[config.mk]
export PLATFORM = sky130hd
export DESIGN_NAME = mig_exec
export DESIGN_NICKNAME = d
export VERILOG_FILES = /design/src/rtl/mig_exec.v /design/src/rtl/mig_freq_div.v
export VERILOG_INCLUDE_DIRS = /design/src /design/src/rtl
export SDC_FILE = /design/constraint.sdc
export NUM_CORES = 1
export LEC_CHECK = 0
export ABC_AREA = 1
export BUFFER_PORTS_ARGS = -buffer_cell sky130_fd_sc_hd__clkbuf_2
export CELL_PAD_IN_SITES_DETAIL_PLACEMENT = 1
export CELL_PAD_IN_SITES_GLOBAL_PLACEMENT = 1
export CORE_ASPECT_RATIO = 0.75
export CORE_MARGIN = 8
export CORE_UTILIZATION = 30
export DETAILED_ROUTE_END_ITERATION = 10
export HOLD_SLACK_MARGIN = 0.03
export PLACE_DENSITY = 0.77
export SLEW_MARGIN = 20
export SYNTH_ARGS = -nofsm -noshare
export SYNTH_HDL_FRONTEND = slang
export SYNTH_SLANG_ARGS = --single-unit
[constraint.sdc]
create_clock -name core_clk -period 3 [get_ports core_clk]
set_clock_uncertainty 0.05 [all_clocks]
set_input_delay 0.3 -clock core_clk [delete_from_list [all_inputs] [get_ports core_clk]]
set_output_delay 0.3 -clock core_clk [all_outputs]
set_load 0.01 [all_outputs]
[src/rtl/mig_exec_consts.vh]
// Constants for the move instruction group execution block.
`ifndef MIG_EXEC_CONSTS_VH
`define MIG_EXEC_CONSTS_VH

`define MIG_CLK_HZ          25000000
`define MIG_CLK_PERIOD_NS   40

// Opcode fields: the upper bits of the word compared against a fixed value.
`define MIG_OP_LDACC_MSB    15
`define MIG_OP_LDACC_LSB    7
`define MIG_OP_LDACC        9'h09d
`define MIG_OP_LDCF_MSB     15
`define MIG_OP_LDCF_LSB     7
`define MIG_OP_LDCF         9'h0b0
`define MIG_OP_HEF          8'h43
`define MIG_OP_IEF          8'h51
`define MIG_OP_DRV          8'h0f
`define MIG_OP_PGEN         8'h12
`define MIG_OP_BYTE_MSB     15
`define MIG_OP_BYTE_LSB     8
`define MIG_OP_SEGACC       7'h03
`define MIG_OP_SEGIMM       7'h02
`define MIG_OP_SEGWR        7'h22
`define MIG_OP_SEG_MSB      15
`define MIG_OP_SEG_LSB      9
`define MIG_SEGACC_ZERO     4'h0

// Operand fields.
`define MIG_RADDR_MSB       6
`define MIG_RADDR_LSB       0
`define MIG_IMM8_MSB        7
`define MIG_IMM8_LSB        0
`define MIG_SEGADDR_MSB     8
`define MIG_SEGADDR_LSB     4
`define MIG_NIB_MSB         3
`define MIG_NIB_LSB         0

// Event and enable bit positions.
`define MIG_EV_DIV0         0
`define MIG_EV_TMR0         1
`define MIG_EV_WAKE         2
`define MIG_EV_DIV1         4
`define MIG_EV_TMR1         7
`define MIG_ENABLE_MASK     8'h97

// Reset values.
`define MIG_RST_BYTE        8'h00
`define MIG_RST_NIB         4'h0

// Timer 1 mode bit that hands the pulse pin to timer 1.
`define MIG_MODE_PIN_SEL    2

// Divider taps: Fosc/2^n is bit n-1 of a free-running counter.
`define MIG_DIV_W           15
`define MIG_TAP_256         7
`define MIG_TAP_512         8
`define MIG_TAP_4096        11
`define MIG_TAP_8192        12
`define MIG_TAP_16384       13
`define MIG_TAP_32768       14
`define MIG_TAP_16          3
`define MIG_TAP_8           2

// Generator setting fields and carrier codes.
`define MIG_GEN_LOW_MSB     5
`define MIG_GEN_LOW_LSB     0
`define MIG_GEN_CAR_MSB     7
`define MIG_GEN_CAR_LSB     6
`define MIG_CAR_LOW         2'h0
`define MIG_CAR_HIGH        2'h1
`define MIG_CAR_DIV16       2'h2
`define MIG_CAR_DIV8        2'h3

`endif

[src/rtl/mig_exec.v]
// Execution of the move instruction group: flags, enable masks, segment RAM, pulse generator.
`timescale 1ns/10ps
`include "mig_exec_consts.vh"
module mig_exec #(
	parameter SEG_ENTRIES = 32,
	parameter SEG_ADDR_W  = 5,
	parameter DATA_W      = 4
) (
	input  wire                          core_clk,
	input  wire                          rst,
	input  wire                          instrValid,
	input  wire [15:0]                   instrWord,
	input  wire [DATA_W-1:0]             dataRamRdData,
	input  wire [DATA_W-1:0]             workRegRdData,
	input  wire                          div0Overflow,
	input  wire                          timer0Underflow,
	input  wire                          wakeInputChange,
	input  wire                          div1Overflow,
	input  wire                          timer1Underflow,
	input  wire [3:0]                    timerOneModeReg,
	input  wire                          timer1Freq,
	output reg  [DATA_W-1:0]             workingTotalReg,
	output reg                           zeroFlag,
	output reg                           carryFlag,
	output reg  [7:0]                    holdReleaseEnables,
	output reg  [7:0]                    interruptAcceptEnables,
	output reg  [7:0]                    segmentPinDriveType,
	output reg  [7:0]                    pulseGeneratorSetting,
	output reg  [SEG_ENTRIES*DATA_W-1:0] segmentDataRam,
	output reg                           holdReleaseReq,
	output reg  [7:0]                    interruptAccepted,
	output reg                           pulseOutputPin
);

	// Instruction decode.
	// Decodes compare only the opcode bits, except the accumulator segment form, which also needs a zero low nibble.
	wire                  isLoadAcc;
	wire                  isLoadCarry;
	wire                  isHoldMask;
	wire                  isIntMask;
	wire                  isDriveType;
	wire                  isPulseGen;
	wire                  isSegFromAcc;
	wire                  isSegFromWork;
	wire                  isSegFromImm;
	wire [SEG_ADDR_W-1:0] segAddr;
	wire [7:0]            imm8;
	wire [DATA_W-1:0]     imm4;

	assign isLoadAcc = instrValid &&
		(instrWord[`MIG_OP_LDACC_MSB:`MIG_OP_LDACC_LSB] == `MIG_OP_LDACC);
	assign isLoadCarry = instrValid &&
		(instrWord[`MIG_OP_LDCF_MSB:`MIG_OP_LDCF_LSB] == `MIG_OP_LDCF);
	assign isHoldMask = instrValid &&
		(instrWord[`MIG_OP_BYTE_MSB:`MIG_OP_BYTE_LSB] == `MIG_OP_HEF);
	assign isIntMask = instrValid &&
		(instrWord[`MIG_OP_BYTE_MSB:`MIG_OP_BYTE_LSB] == `MIG_OP_IEF);
	assign isDriveType = instrValid &&
		(instrWord[`MIG_OP_BYTE_MSB:`MIG_OP_BYTE_LSB] == `MIG_OP_DRV);
	assign isPulseGen = instrValid &&
		(instrWord[`MIG_OP_BYTE_MSB:`MIG_OP_BYTE_LSB] == `MIG_OP_PGEN);
	// The accumulator form carries four zero bits in its low nibble.
	assign isSegFromAcc = instrValid &&
		(instrWord[`MIG_OP_SEG_MSB:`MIG_OP_SEG_LSB] == `MIG_OP_SEGACC) &&
		(instrWord[`MIG_NIB_MSB:`MIG_NIB_LSB] == `MIG_SEGACC_ZERO);
	assign isSegFromWork = instrValid &&
		(instrWord[`MIG_OP_SEG_MSB:`MIG_OP_SEG_LSB] == `MIG_OP_SEGWR);
	assign isSegFromImm = instrValid &&
		(instrWord[`MIG_OP_SEG_MSB:`MIG_OP_SEG_LSB] == `MIG_OP_SEGIMM);

	assign segAddr = instrWord[`MIG_SEGADDR_MSB:`MIG_SEGADDR_LSB];
	assign imm8    = instrWord[`MIG_IMM8_MSB:`MIG_IMM8_LSB];
	assign imm4    = instrWord[`MIG_NIB_MSB:`MIG_NIB_LSB];

	// Working total register.
	always @(posedge core_clk) begin
		if (rst) begin
			workingTotalReg <= `MIG_RST_NIB;
		end else if (isLoadAcc) begin
			workingTotalReg <= dataRamRdData;
		end
	end

	// Zero flag follows the loaded word, so it agrees with the total after reset too.
	always @(posedge core_clk) begin
		if (rst) begin
			zeroFlag <= 1'b1;
		end else if (isLoadAcc) begin
			zeroFlag <= (dataRamRdData == {DATA_W{1'b0}});
		end
	end

	// Carry flag; no other flag moves with it.
	always @(posedge core_clk) begin
		if (rst) begin
			carryFlag <= 1'b0;
		end else if (isLoadCarry) begin
			carryFlag <= dataRamRdData[0];
		end
	end

	// Hold-release mask; reserved positions are held at zero.
	always @(posedge core_clk) begin
		if (rst) begin
			holdReleaseEnables <= `MIG_RST_BYTE;
		end else if (isHoldMask) begin
			holdReleaseEnables <= imm8 & `MIG_ENABLE_MASK;
		end
	end

	// Interrupt-accept mask; reserved positions are held at zero.
	always @(posedge core_clk) begin
		if (rst) begin
			interruptAcceptEnables <= `MIG_RST_BYTE;
		end else if (isIntMask) begin
			interruptAcceptEnables <= imm8 & `MIG_ENABLE_MASK;
		end
	end

	// Event vector laid out on the enable bit positions.
	wire [7:0] eventVec;

	// Laying events on the mask positions lets each mask gate its event with one AND per bit.
	assign eventVec[`MIG_EV_DIV0] = div0Overflow;
	assign eventVec[`MIG_EV_TMR0] = timer0Underflow;
	assign eventVec[`MIG_EV_WAKE] = wakeInputChange;
	assign eventVec[3]            = 1'b0;
	assign eventVec[`MIG_EV_DIV1] = div1Overflow;
	assign eventVec[5]            = 1'b0;
	assign eventVec[6]            = 1'b0;
	assign eventVec[`MIG_EV_TMR1] = timer1Underflow;

	wire [7:0] holdWake;
	wire [7:0] intTake;

	assign holdWake[`MIG_EV_DIV0] = eventVec[`MIG_EV_DIV0] & holdReleaseEnables[`MIG_EV_DIV0];
	assign holdWake[`MIG_EV_TMR0] = eventVec[`MIG_EV_TMR0] & holdReleaseEnables[`MIG_EV_TMR0];
	assign holdWake[`MIG_EV_WAKE] = eventVec[`MIG_EV_WAKE] & holdReleaseEnables[`MIG_EV_WAKE];
	assign holdWake[`MIG_EV_DIV1] = eventVec[`MIG_EV_DIV1] & holdReleaseEnables[`MIG_EV_DIV1];
	assign holdWake[`MIG_EV_TMR1] = eventVec[`MIG_EV_TMR1] & holdReleaseEnables[`MIG_EV_TMR1];
	// Reserved positions never gate an event.
	assign holdWake[3] = 1'b0;
	assign holdWake[5] = 1'b0;
	assign holdWake[6] = 1'b0;

	assign intTake[`MIG_EV_DIV0] = eventVec[`MIG_EV_DIV0] & interruptAcceptEnables[`MIG_EV_DIV0];
	assign intTake[`MIG_EV_TMR0] = eventVec[`MIG_EV_TMR0] & interruptAcceptEnables[`MIG_EV_TMR0];
	assign intTake[`MIG_EV_WAKE] = eventVec[`MIG_EV_WAKE] & interruptAcceptEnables[`MIG_EV_WAKE];
	assign intTake[`MIG_EV_DIV1] = eventVec[`MIG_EV_DIV1] & interruptAcceptEnables[`MIG_EV_DIV1];
	assign intTake[`MIG_EV_TMR1] = eventVec[`MIG_EV_TMR1] & interruptAcceptEnables[`MIG_EV_TMR1];
	// Reserved positions never raise an interrupt.
	assign intTake[3] = 1'b0;
	assign intTake[5] = 1'b0;
	assign intTake[6] = 1'b0;

	// Gated events leave one cycle after their cause.
	always @(posedge core_clk) begin
		if (rst) begin
			holdReleaseReq <= 1'b0;
		end else begin
			holdReleaseReq <= |holdWake;
		end
	end

	always @(posedge core_clk) begin
		if (rst) begin
			interruptAccepted <= `MIG_RST_BYTE;
		end else begin
			interruptAccepted <= intTake;
		end
	end

	// Segment pin drive type.
	always @(posedge core_clk) begin
		if (rst) begin
			segmentPinDriveType <= `MIG_RST_BYTE;
		end else if (isDriveType) begin
			segmentPinDriveType <= imm8;
		end
	end

	// Segment data RAM: one write port fed from three sources.
	reg [DATA_W-1:0] segWrData;
	reg              segWrEn;

	// Only one source decodes per word, so the order of the tests sets no priority.
	always @* begin
		segWrEn   = 1'b0;
		segWrData = {DATA_W{1'b0}};
		if (isSegFromAcc) begin
			segWrEn   = 1'b1;
			segWrData = workingTotalReg;
		end
		if (isSegFromWork) begin
			segWrEn   = 1'b1;
			segWrData = workRegRdData;
		end
		if (isSegFromImm) begin
			segWrEn   = 1'b1;
			segWrData = imm4;
		end
	end

	// The write lands at the clock edge that takes the instruction.
	always @(posedge core_clk) begin
		if (rst) begin
			segmentDataRam <= {(SEG_ENTRIES*DATA_W){1'b0}};
		end else if (segWrEn) begin
			segmentDataRam[segAddr*DATA_W +: DATA_W] <= segWrData;
		end
	end

	// Pulse generator setting.
	always @(posedge core_clk) begin
		if (rst) begin
			pulseGeneratorSetting <= `MIG_RST_BYTE;
		end else if (isPulseGen) begin
			pulseGeneratorSetting <= imm8;
		end
	end

	// Frequency taps of the system clock.
	// The divider runs from reset and is never stopped, so the taps keep a fixed phase.
	wire [`MIG_DIV_W-1:0] divCount;

	mig_freq_div #(
		.WIDTH (`MIG_DIV_W)
	) u_div (
		.core_clk (core_clk),
		.rst      (rst),
		.count    (divCount)
	);

	wire [5:0] lowRate;
	wire [5:0] lowSel;
	wire       lowGate;
	wire [1:0] carSel;
	reg        carrier;
	reg        next_pulseOutputPin;

	assign lowRate[0] = divCount[`MIG_TAP_256];
	assign lowRate[1] = divCount[`MIG_TAP_512];
	assign lowRate[2] = divCount[`MIG_TAP_4096];
	assign lowRate[3] = divCount[`MIG_TAP_8192];
	assign lowRate[4] = divCount[`MIG_TAP_16384];
	assign lowRate[5] = divCount[`MIG_TAP_32768];
	assign lowSel  = pulseGeneratorSetting[`MIG_GEN_LOW_MSB:`MIG_GEN_LOW_LSB];
	// Combined low-rate gate
	// An unselected bit forces its term high, so no selection leaves the carrier ungated.
	assign lowGate = &(lowRate | ~lowSel);
	assign carSel  = pulseGeneratorSetting[`MIG_GEN_CAR_MSB:`MIG_GEN_CAR_LSB];

	always @* begin
		case (carSel)
			`MIG_CAR_LOW:   carrier = 1'b0;
			`MIG_CAR_HIGH:  carrier = 1'b1;
			`MIG_CAR_DIV16: carrier = divCount[`MIG_TAP_16];
			`MIG_CAR_DIV8:  carrier = divCount[`MIG_TAP_8];
			default:        carrier = 1'b0;
		endcase
	end

	always @* begin
		if (timerOneModeReg[`MIG_MODE_PIN_SEL]) begin
			next_pulseOutputPin = timer1Freq;
		end else begin
			next_pulseOutputPin = carrier & lowGate;
		end
	end

	// Waveform to pin
	// Registering the pin keeps it free of glitches when the source switches.
	always @(posedge core_clk) begin
		if (rst) begin
			pulseOutputPin <= 1'b0;
		end else begin
			pulseOutputPin <= next_pulseOutputPin;
		end
	end

endmodule

[src/rtl/mig_freq_div.v]
// Free-running binary divider of the system clock.
`timescale 1ns/10ps
module mig_freq_div #(
	parameter WIDTH = 15
) (
	input  wire             core_clk,
	input  wire             rst,
	output reg  [WIDTH-1:0] count
);

	always @(posedge core_clk) begin
		if (rst) begin
			count <= {WIDTH{1'b0}};
		end else begin
			count <= count + {{(WIDTH-1){1'b0}}, 1'b1};
		end
	end

endmodule

==> results.toml, run 1 <==
[finish]
final_cells = 1647
area_delta_synth_final_pct = 25.1
final_common_cell = "clkbuf_2"
nNetsFinal = 1332
fin_util = 0.381
final_cell_mix = "clkbuf_2 (200), dfxtp_1 (182), nand2_1 (181)"
drive_gt1_frac = 0.236
diodes = 0
fillers = 3342

[timing]
hold_viol = 0
finalSetupViolations = 0
rsz0062_at_grt = "no"
slew_headroom = 0.636
tightest_slew_ps = 545
layout_min_cycle_time_ps = 2160
setup_tns_ps = 0
fin_crit_sh = 0.720
finalMaxSlewViolations = 0
max_freq_ghz = 0.463

[critical_path]
required_ps = 3320
arrival_ps = 2480
worstSetupStartpointType = "primary input"
critical_path_class = "in -> reg"
crit_fanout = 8
critPathCaptureType = "flop"

[hold_path]
hp-class = "in -> reg"

[global_route]
grt_busiest_layer = "met2"
grt_use_met1 = 0.243
grt_pass1_wl_mm = 46.0
grt_pass1_vias = 8221
antenna_found_initial = 0
grt_usage = 0.181
grt_max_degree = 86
gr-usage-met3 = 0.0448
met2_usage = 0.290
overflow = 0

[power_and_ir_drop]
p_per_area_nw_per_um2 = 510
leakagePower_nw = 4.71
ir_drop_v = 0.000375

[cts]
cts_max_level = 4
cts.repair.resized = 0
insertion_delay_ps = 440
cts_sinks = 182
clock-root-buffer = "clkbuf_16"
cts_buffers = 17
clk_pin_slew_ps = 70
cts_max_path_buffers = 2
cts_tree = "yes"

[drt]
drc = 0
vias_per_cell = 4.83
via_count = 7959
routed_wl_mm = 29.0
wl_per_cell_um = 17.6
final_antenna_net_count = 0
firstDrtPassIters = 5
drt_iter0_drc = 446

[placed_design]
dp_hpwl_mm = 22.3
portBuffers = 200
dp.cells = 1614
gp_congestion = 0.799

[floorplanning]
start_util = 0.305
die_h_um = 157
pin_count = 213
fp-row-count = 51
die_w_um = 203
core-area_sq_um = 25900
die_area_sq_um = 31800

[yosys]
ys_seq_elements = 182
synth_edf_count = 0
synth_top_area_frac = 0.461
yosys_most_used_dff = "dfxtp_1"
syn-instance-count = 1096
synth_area_leader_cell = "dfxtp_1"
yosysSeqAreaShare = 0.461
async_flop_share = 0
synthDistinctLibCells = 39
synth_area_leaders = "dfxtp_1 (46%), nand2_1 (8.6%), nor2_1 (7.9%)"
synth.avg_cell_area_sq_um = 7.21
syn-cell-area_sq_um = 7900
ys.warnings.count = 0

[flow_run]
drv_cap = 0

[status]
status = "completed"
cell usage after synthesis (12+ instances only):
| master | n |
|---|---|
| dfxtp_1 | 182 |
| nor2_1 | 167 |
| o21ai_0 | 91 |
| clkbuf_1 | 30 |
| nand4_1 | 12 |
| nand3_1 | 77 |
| nand2_1 | 181 |
| inv_1 | 120 |
| a21oi_1 | 112 |
| inv_2 | 18 |
kinds of logic after synthesis:
kind of cell	synth area share
adders and majority gates	0.00475
buffers and inverters	0.0944
other	0.000475
DFF	0.461
and+or+nand+nor	0.289
xor gates and xnor gates	0.00428
AOI/OAI and AO/OA	0.146
layer usage:
metal / up-vias / share of wire
li1: 3912 / -
met1: 3862 / 0.49
met2: 171 / 0.45
met3: 14 / 0.053
met4: 0 / 0.0091
met5: - / 0
where the power goes:
part           total, mW  internal (mW)  leakage [nW]  switching (mW)
sequential          2.42           2.42          1.47         0.00410
combinational      0.269         0.0674          2.96           0.202
clock               2.34           1.35         0.280           0.993
critical path: stages:
cell      delay, ps
clkbuf_2        130
inv_1            70
ha_1            240
nand2_1         110
inv_1            50
ha_1            170
inv_1            90
nand4_1         130
nor2_1          370
nand3_1         250
nor2_2          340
o21ai_1          90
a21oi_1         140
path summary, 6_finish.rpt:
kind	start	end	slack, ps	depth (start not counted)
worst min-delay path	div0Overflow	interruptAccepted[0]$_SDFF_PP0_	50	3
worst min register to register	interruptAcceptEnables[4]$_SDFFE_PP0P_	interruptAccepted[4]$_SDFF_PP0_	400	2
worst max-delay path	instrWord[5]	segmentDataRam[11]$_SDFFE_PP0P_	840	13
worst max register to register	u_div.count[0]$_SDFF_PP0_	u_div.count[14]$_SDFF_PP0_	1070	10
what timing repair did:
action                                 in CTS  in global routing
endpoints found under the hold margin       3                  0
hold buffers                                3                  0
buffers inserted                            0                  0
cell type report:
class	instances	area, sq um	share of cell area
repair buffers	214	1140	0.115
clock inverters	11	150	0.0152
clock buffers	19	453	0.0458
well taps	344	430	0.0436
flip-flops and latches	182	3640	0.369
multi-input cells	737	3540	0.358
inverters	140	527	0.0533
stage by stage:
| stage | area (sq um) | hold slack (ps) | setup WS, ps | power, mW |
|---|---|---|---|---|
| after detailed placement | 9250 | 390 | 404 | 2.74 |
| after global routing | 9880 | 52.1 | 696 | 5.22 |
| after floorplan | 7930 | 363 | 801 | 2.64 |
| after global placement | 9250 | 375 | 460 | 2.74 |
| after CTS | 9880 | 42.0 | 868 | 5.10 |
| final | 9880 | 53.3 | 839 | 5.04 |
flip-flops by register name, summed over array words and instances (netlist names), 4 cells and up:
signal                  cells
segmentDataRam            128
u_div.count                15
pulseGeneratorSetting       8
segmentPinDriveType         8
holdReleaseEnables          5
interruptAcceptEnables      5
interruptAccepted           5
workingTotalReg             4
(Power assumes the default switching activity.)
==> run 2, diff against run 1 <==
--- a/config.mk
+++ b/config.mk
@@ -15,7 +15,7 @@
 export CORE_UTILIZATION = 30
 export DETAILED_ROUTE_END_ITERATION = 10
 export HOLD_SLACK_MARGIN = 0.03
-export PLACE_DENSITY = 0.77
+export PLACE_DENSITY = 0.79
 export SLEW_MARGIN = 20
 export SYNTH_ARGS = -nofsm -noshare
 export SYNTH_HDL_FRONTEND = slang
==> constraint.sdc (replaced) <==
create_clock -name core_clk -period 1.9 [get_ports core_clk]
set_clock_uncertainty 0.05 [all_clocks]
set_input_delay 0.19 -clock core_clk [delete_from_list [all_inputs] [get_ports core_clk]]
set_output_delay 0.19 -clock core_clk [all_outputs]
set_load 0.01 [all_outputs]
==> results.toml, run 2 (synthesis results as in run 1) <==
[critical_path]
critPathCaptureType = "flop"
worst_path_most_repeated_cell = "nand2_1"
slowest_stage = "dfxtp_1"
worstReg2RegStart = "u_div.count[0]$_SDFF_PP0_"
worstSetupStartpointType = "flop"
critical_path_class = "reg -> reg"
crit_fanout = 4
required_ps = 2170
arrival_ps = 2040
r2r_slack_ps = 130
slowest_delay_ps = 350
crit_chain = "ha_1 > nand3_1 > nor2_1 > nand2_1 > nor2_2 > nand2_1 > nor3_2 > nand2_1 > nor2_1 > nor3b_2"
timing.rr.end = "u_div.count[14]$_SDFF_PP0_"
rr_worst_depth = 10

[drt]
firstDrtPassIters = 4
via_count = 8177
routed_wl_mm = 30.0
wl_per_cell_um = 17.3
drc = 0
drt_iter0_drc = 434
vias_per_cell = 4.73
final_antenna_net_count = 0

[power_and_ir_drop]
p_sw_mw = 2.03
ir_drop_v = 0.000646
p_per_area_nw_per_um2 = 759
seq_power_share = 0.478
p_int_mw = 5.98
netSwitchingFraction = 0.253
leakagePower_nw = 5.10
pwr-share-clk = 0.457
combPwrFrac = 0.065
power.total_mw = 8.00

[global_route]
grt_usage = 0.187
grt_pass1_wl_mm = 47.5
grt_max_degree = 85
overflow = 0
antenna_found_initial = 0
grt_pass1_vias = 8618

[flow_run]
drv_cap = 0

[floorplanning]
die_w_um = 203
fp-row-count = 51
pin_count = 213
die_h_um = 157
die_area_sq_um = 31800
core-area_sq_um = 25900
start_util = 0.305

[timing]
rsz0062_at_grt = "yes"
finalSetupViolations = 0
fin_crit_sh = 0.932
hold_viol = 0
layout_min_cycle_time_ps = 1770
max_freq_ghz = 0.565
finalMaxSlewViolations = 0

[hold_path]
worstHoldStart = "instrWord[5]"
worstHoldPathCells = 3
hp-class = "in -> reg"
hold_end = "segmentPinDriveType[5]$_SDFFE_PP0P_"

[finish]
final_cells = 1729
diodes = 0
drive_gt1_frac = 0.283
nNetsFinal = 1412
stdcell_area_sq_um = 10600
area_delta_synth_final_pct = 33.6
final_common_cell = "clkbuf_2"
regMostFlops = "segmentDataRam"
fillers = 3329
largest_reg_flops = 128
reg.largest.list = "segmentDataRam x128, u_div.count x15"
final_cell_mix = "clkbuf_2 (200), dfxtp_1 (180), nand2_1 (179)"

[cts]
insertion_delay_ps = 450
cts_sinks = 182
cts_tree = "yes"
cts_buffers = 17
clock-root-buffer = "clkbuf_16"
cts_max_level = 4
cts_max_path_buffers = 2
clk_pin_slew_ps = 70

[status]
status = "completed"

[placed_design]
gp_congestion = 0.816
dp.cells = 1682
portBuffers = 200
dp_hpwl_mm = 23.5
placed_cell_area_sq_um = 9780
[run 2: cell count changes in the layout (fill, tap and decap cells not counted), sizes merged]
cell,change
bufinv,-1
clkbuf,-2
clkinvlp,-2
inv,+5
buf,+69
dlygate4sd3,+11
clkinv,+2
[run 2: cell type report]
type	count	area, sq um	area share
clock inverter	15	168	0.0159
clock buffer	17	425	0.0403
sequential	182	3650	0.346
multi-input combinational	737	3590	0.340
inverter	140	529	0.0502
timing repair buffer	294	1770	0.167
tap	344	430	0.0408
[run 2: worst max-delay path: cells and delay by family, from the launching register on]
| kind | cells | cell delay (ps) |
|---|---|---|
| fa+ha+maj | 1 | 190 |
| simple gates | 9 | 1070 |
| flops | 1 | 350 |
[run 2: routing by layer]
layer / routed length [um] / vias up / part of all wire / GRT usage
met5: 0 / - / 0 / 0
met4: 272 / 0 / 0.0091 / 0.0410
met3: 1650 / 22 / 0.055 / 0.0508
met2: 13400 / 175 / 0.45 / 0.294
met1: 14700 / 3911 / 0.49 / 0.254
li1: - / 4069 / - / -
[run 2: metrics by stage]
stage	util	worst slack, ps	hold slack, ps	setup TNS (ps)
after CTS	0.406	28.9	30.9	0
final	0.407	129	49.2	0
after global routing	0.407	-64.4	48.4	-75.6
after detailed placement	0.378	-399	379	-25700
after global placement	0.378	-296	364	-18630
after floorplan	-	17.3	262	0
[run 2: what timing repair did]
action / 4_1_cts / 5_1_grt
hold buffers: 14 / 0
pin swaps: 0 / 2
hold endpoints to repair: 15 / 0
buffers inserted: 0 / 1
resized for setup: 1 / 8
setup endpoints to repair: 1 / 14
[run 2: worst max-delay path by stage]
stage,from,to,slack [ps],depth (start not counted)
floorplan,instrWord[4],segmentDataRam[92]$_SDFFE_PP0P_,20,15
global placement,instrWord[5],segmentDataRam[31]$_SDFFE_PP0P_,-300,15
detailed placement,instrWord[5],segmentDataRam[94]$_SDFFE_PP0P_,-400,15
CTS,u_div.count[7]$_SDFF_PP0_,pulseOutputPin$_SDFF_PP0_,30,5
global route,u_div.count[0]$_SDFF_PP0_,u_div.count[14]$_SDFF_PP0_,-60,10
finish,u_div.count[0]$_SDFF_PP0_,u_div.count[14]$_SDFF_PP0_,130,10
[run 2: power groups by stage]
stage / Clock, mW / Sequential [mW] / Combinational (mW)
floorplan: 0 / 3.92 / 0.265
global placement: 0 / 3.92 / 0.481
detailed placement: 0 / 3.92 / 0.494
CTS: 3.74 / 3.83 / 0.517
global route: 3.88 / 3.83 / 0.565
finish: 3.66 / 3.83 / 0.520
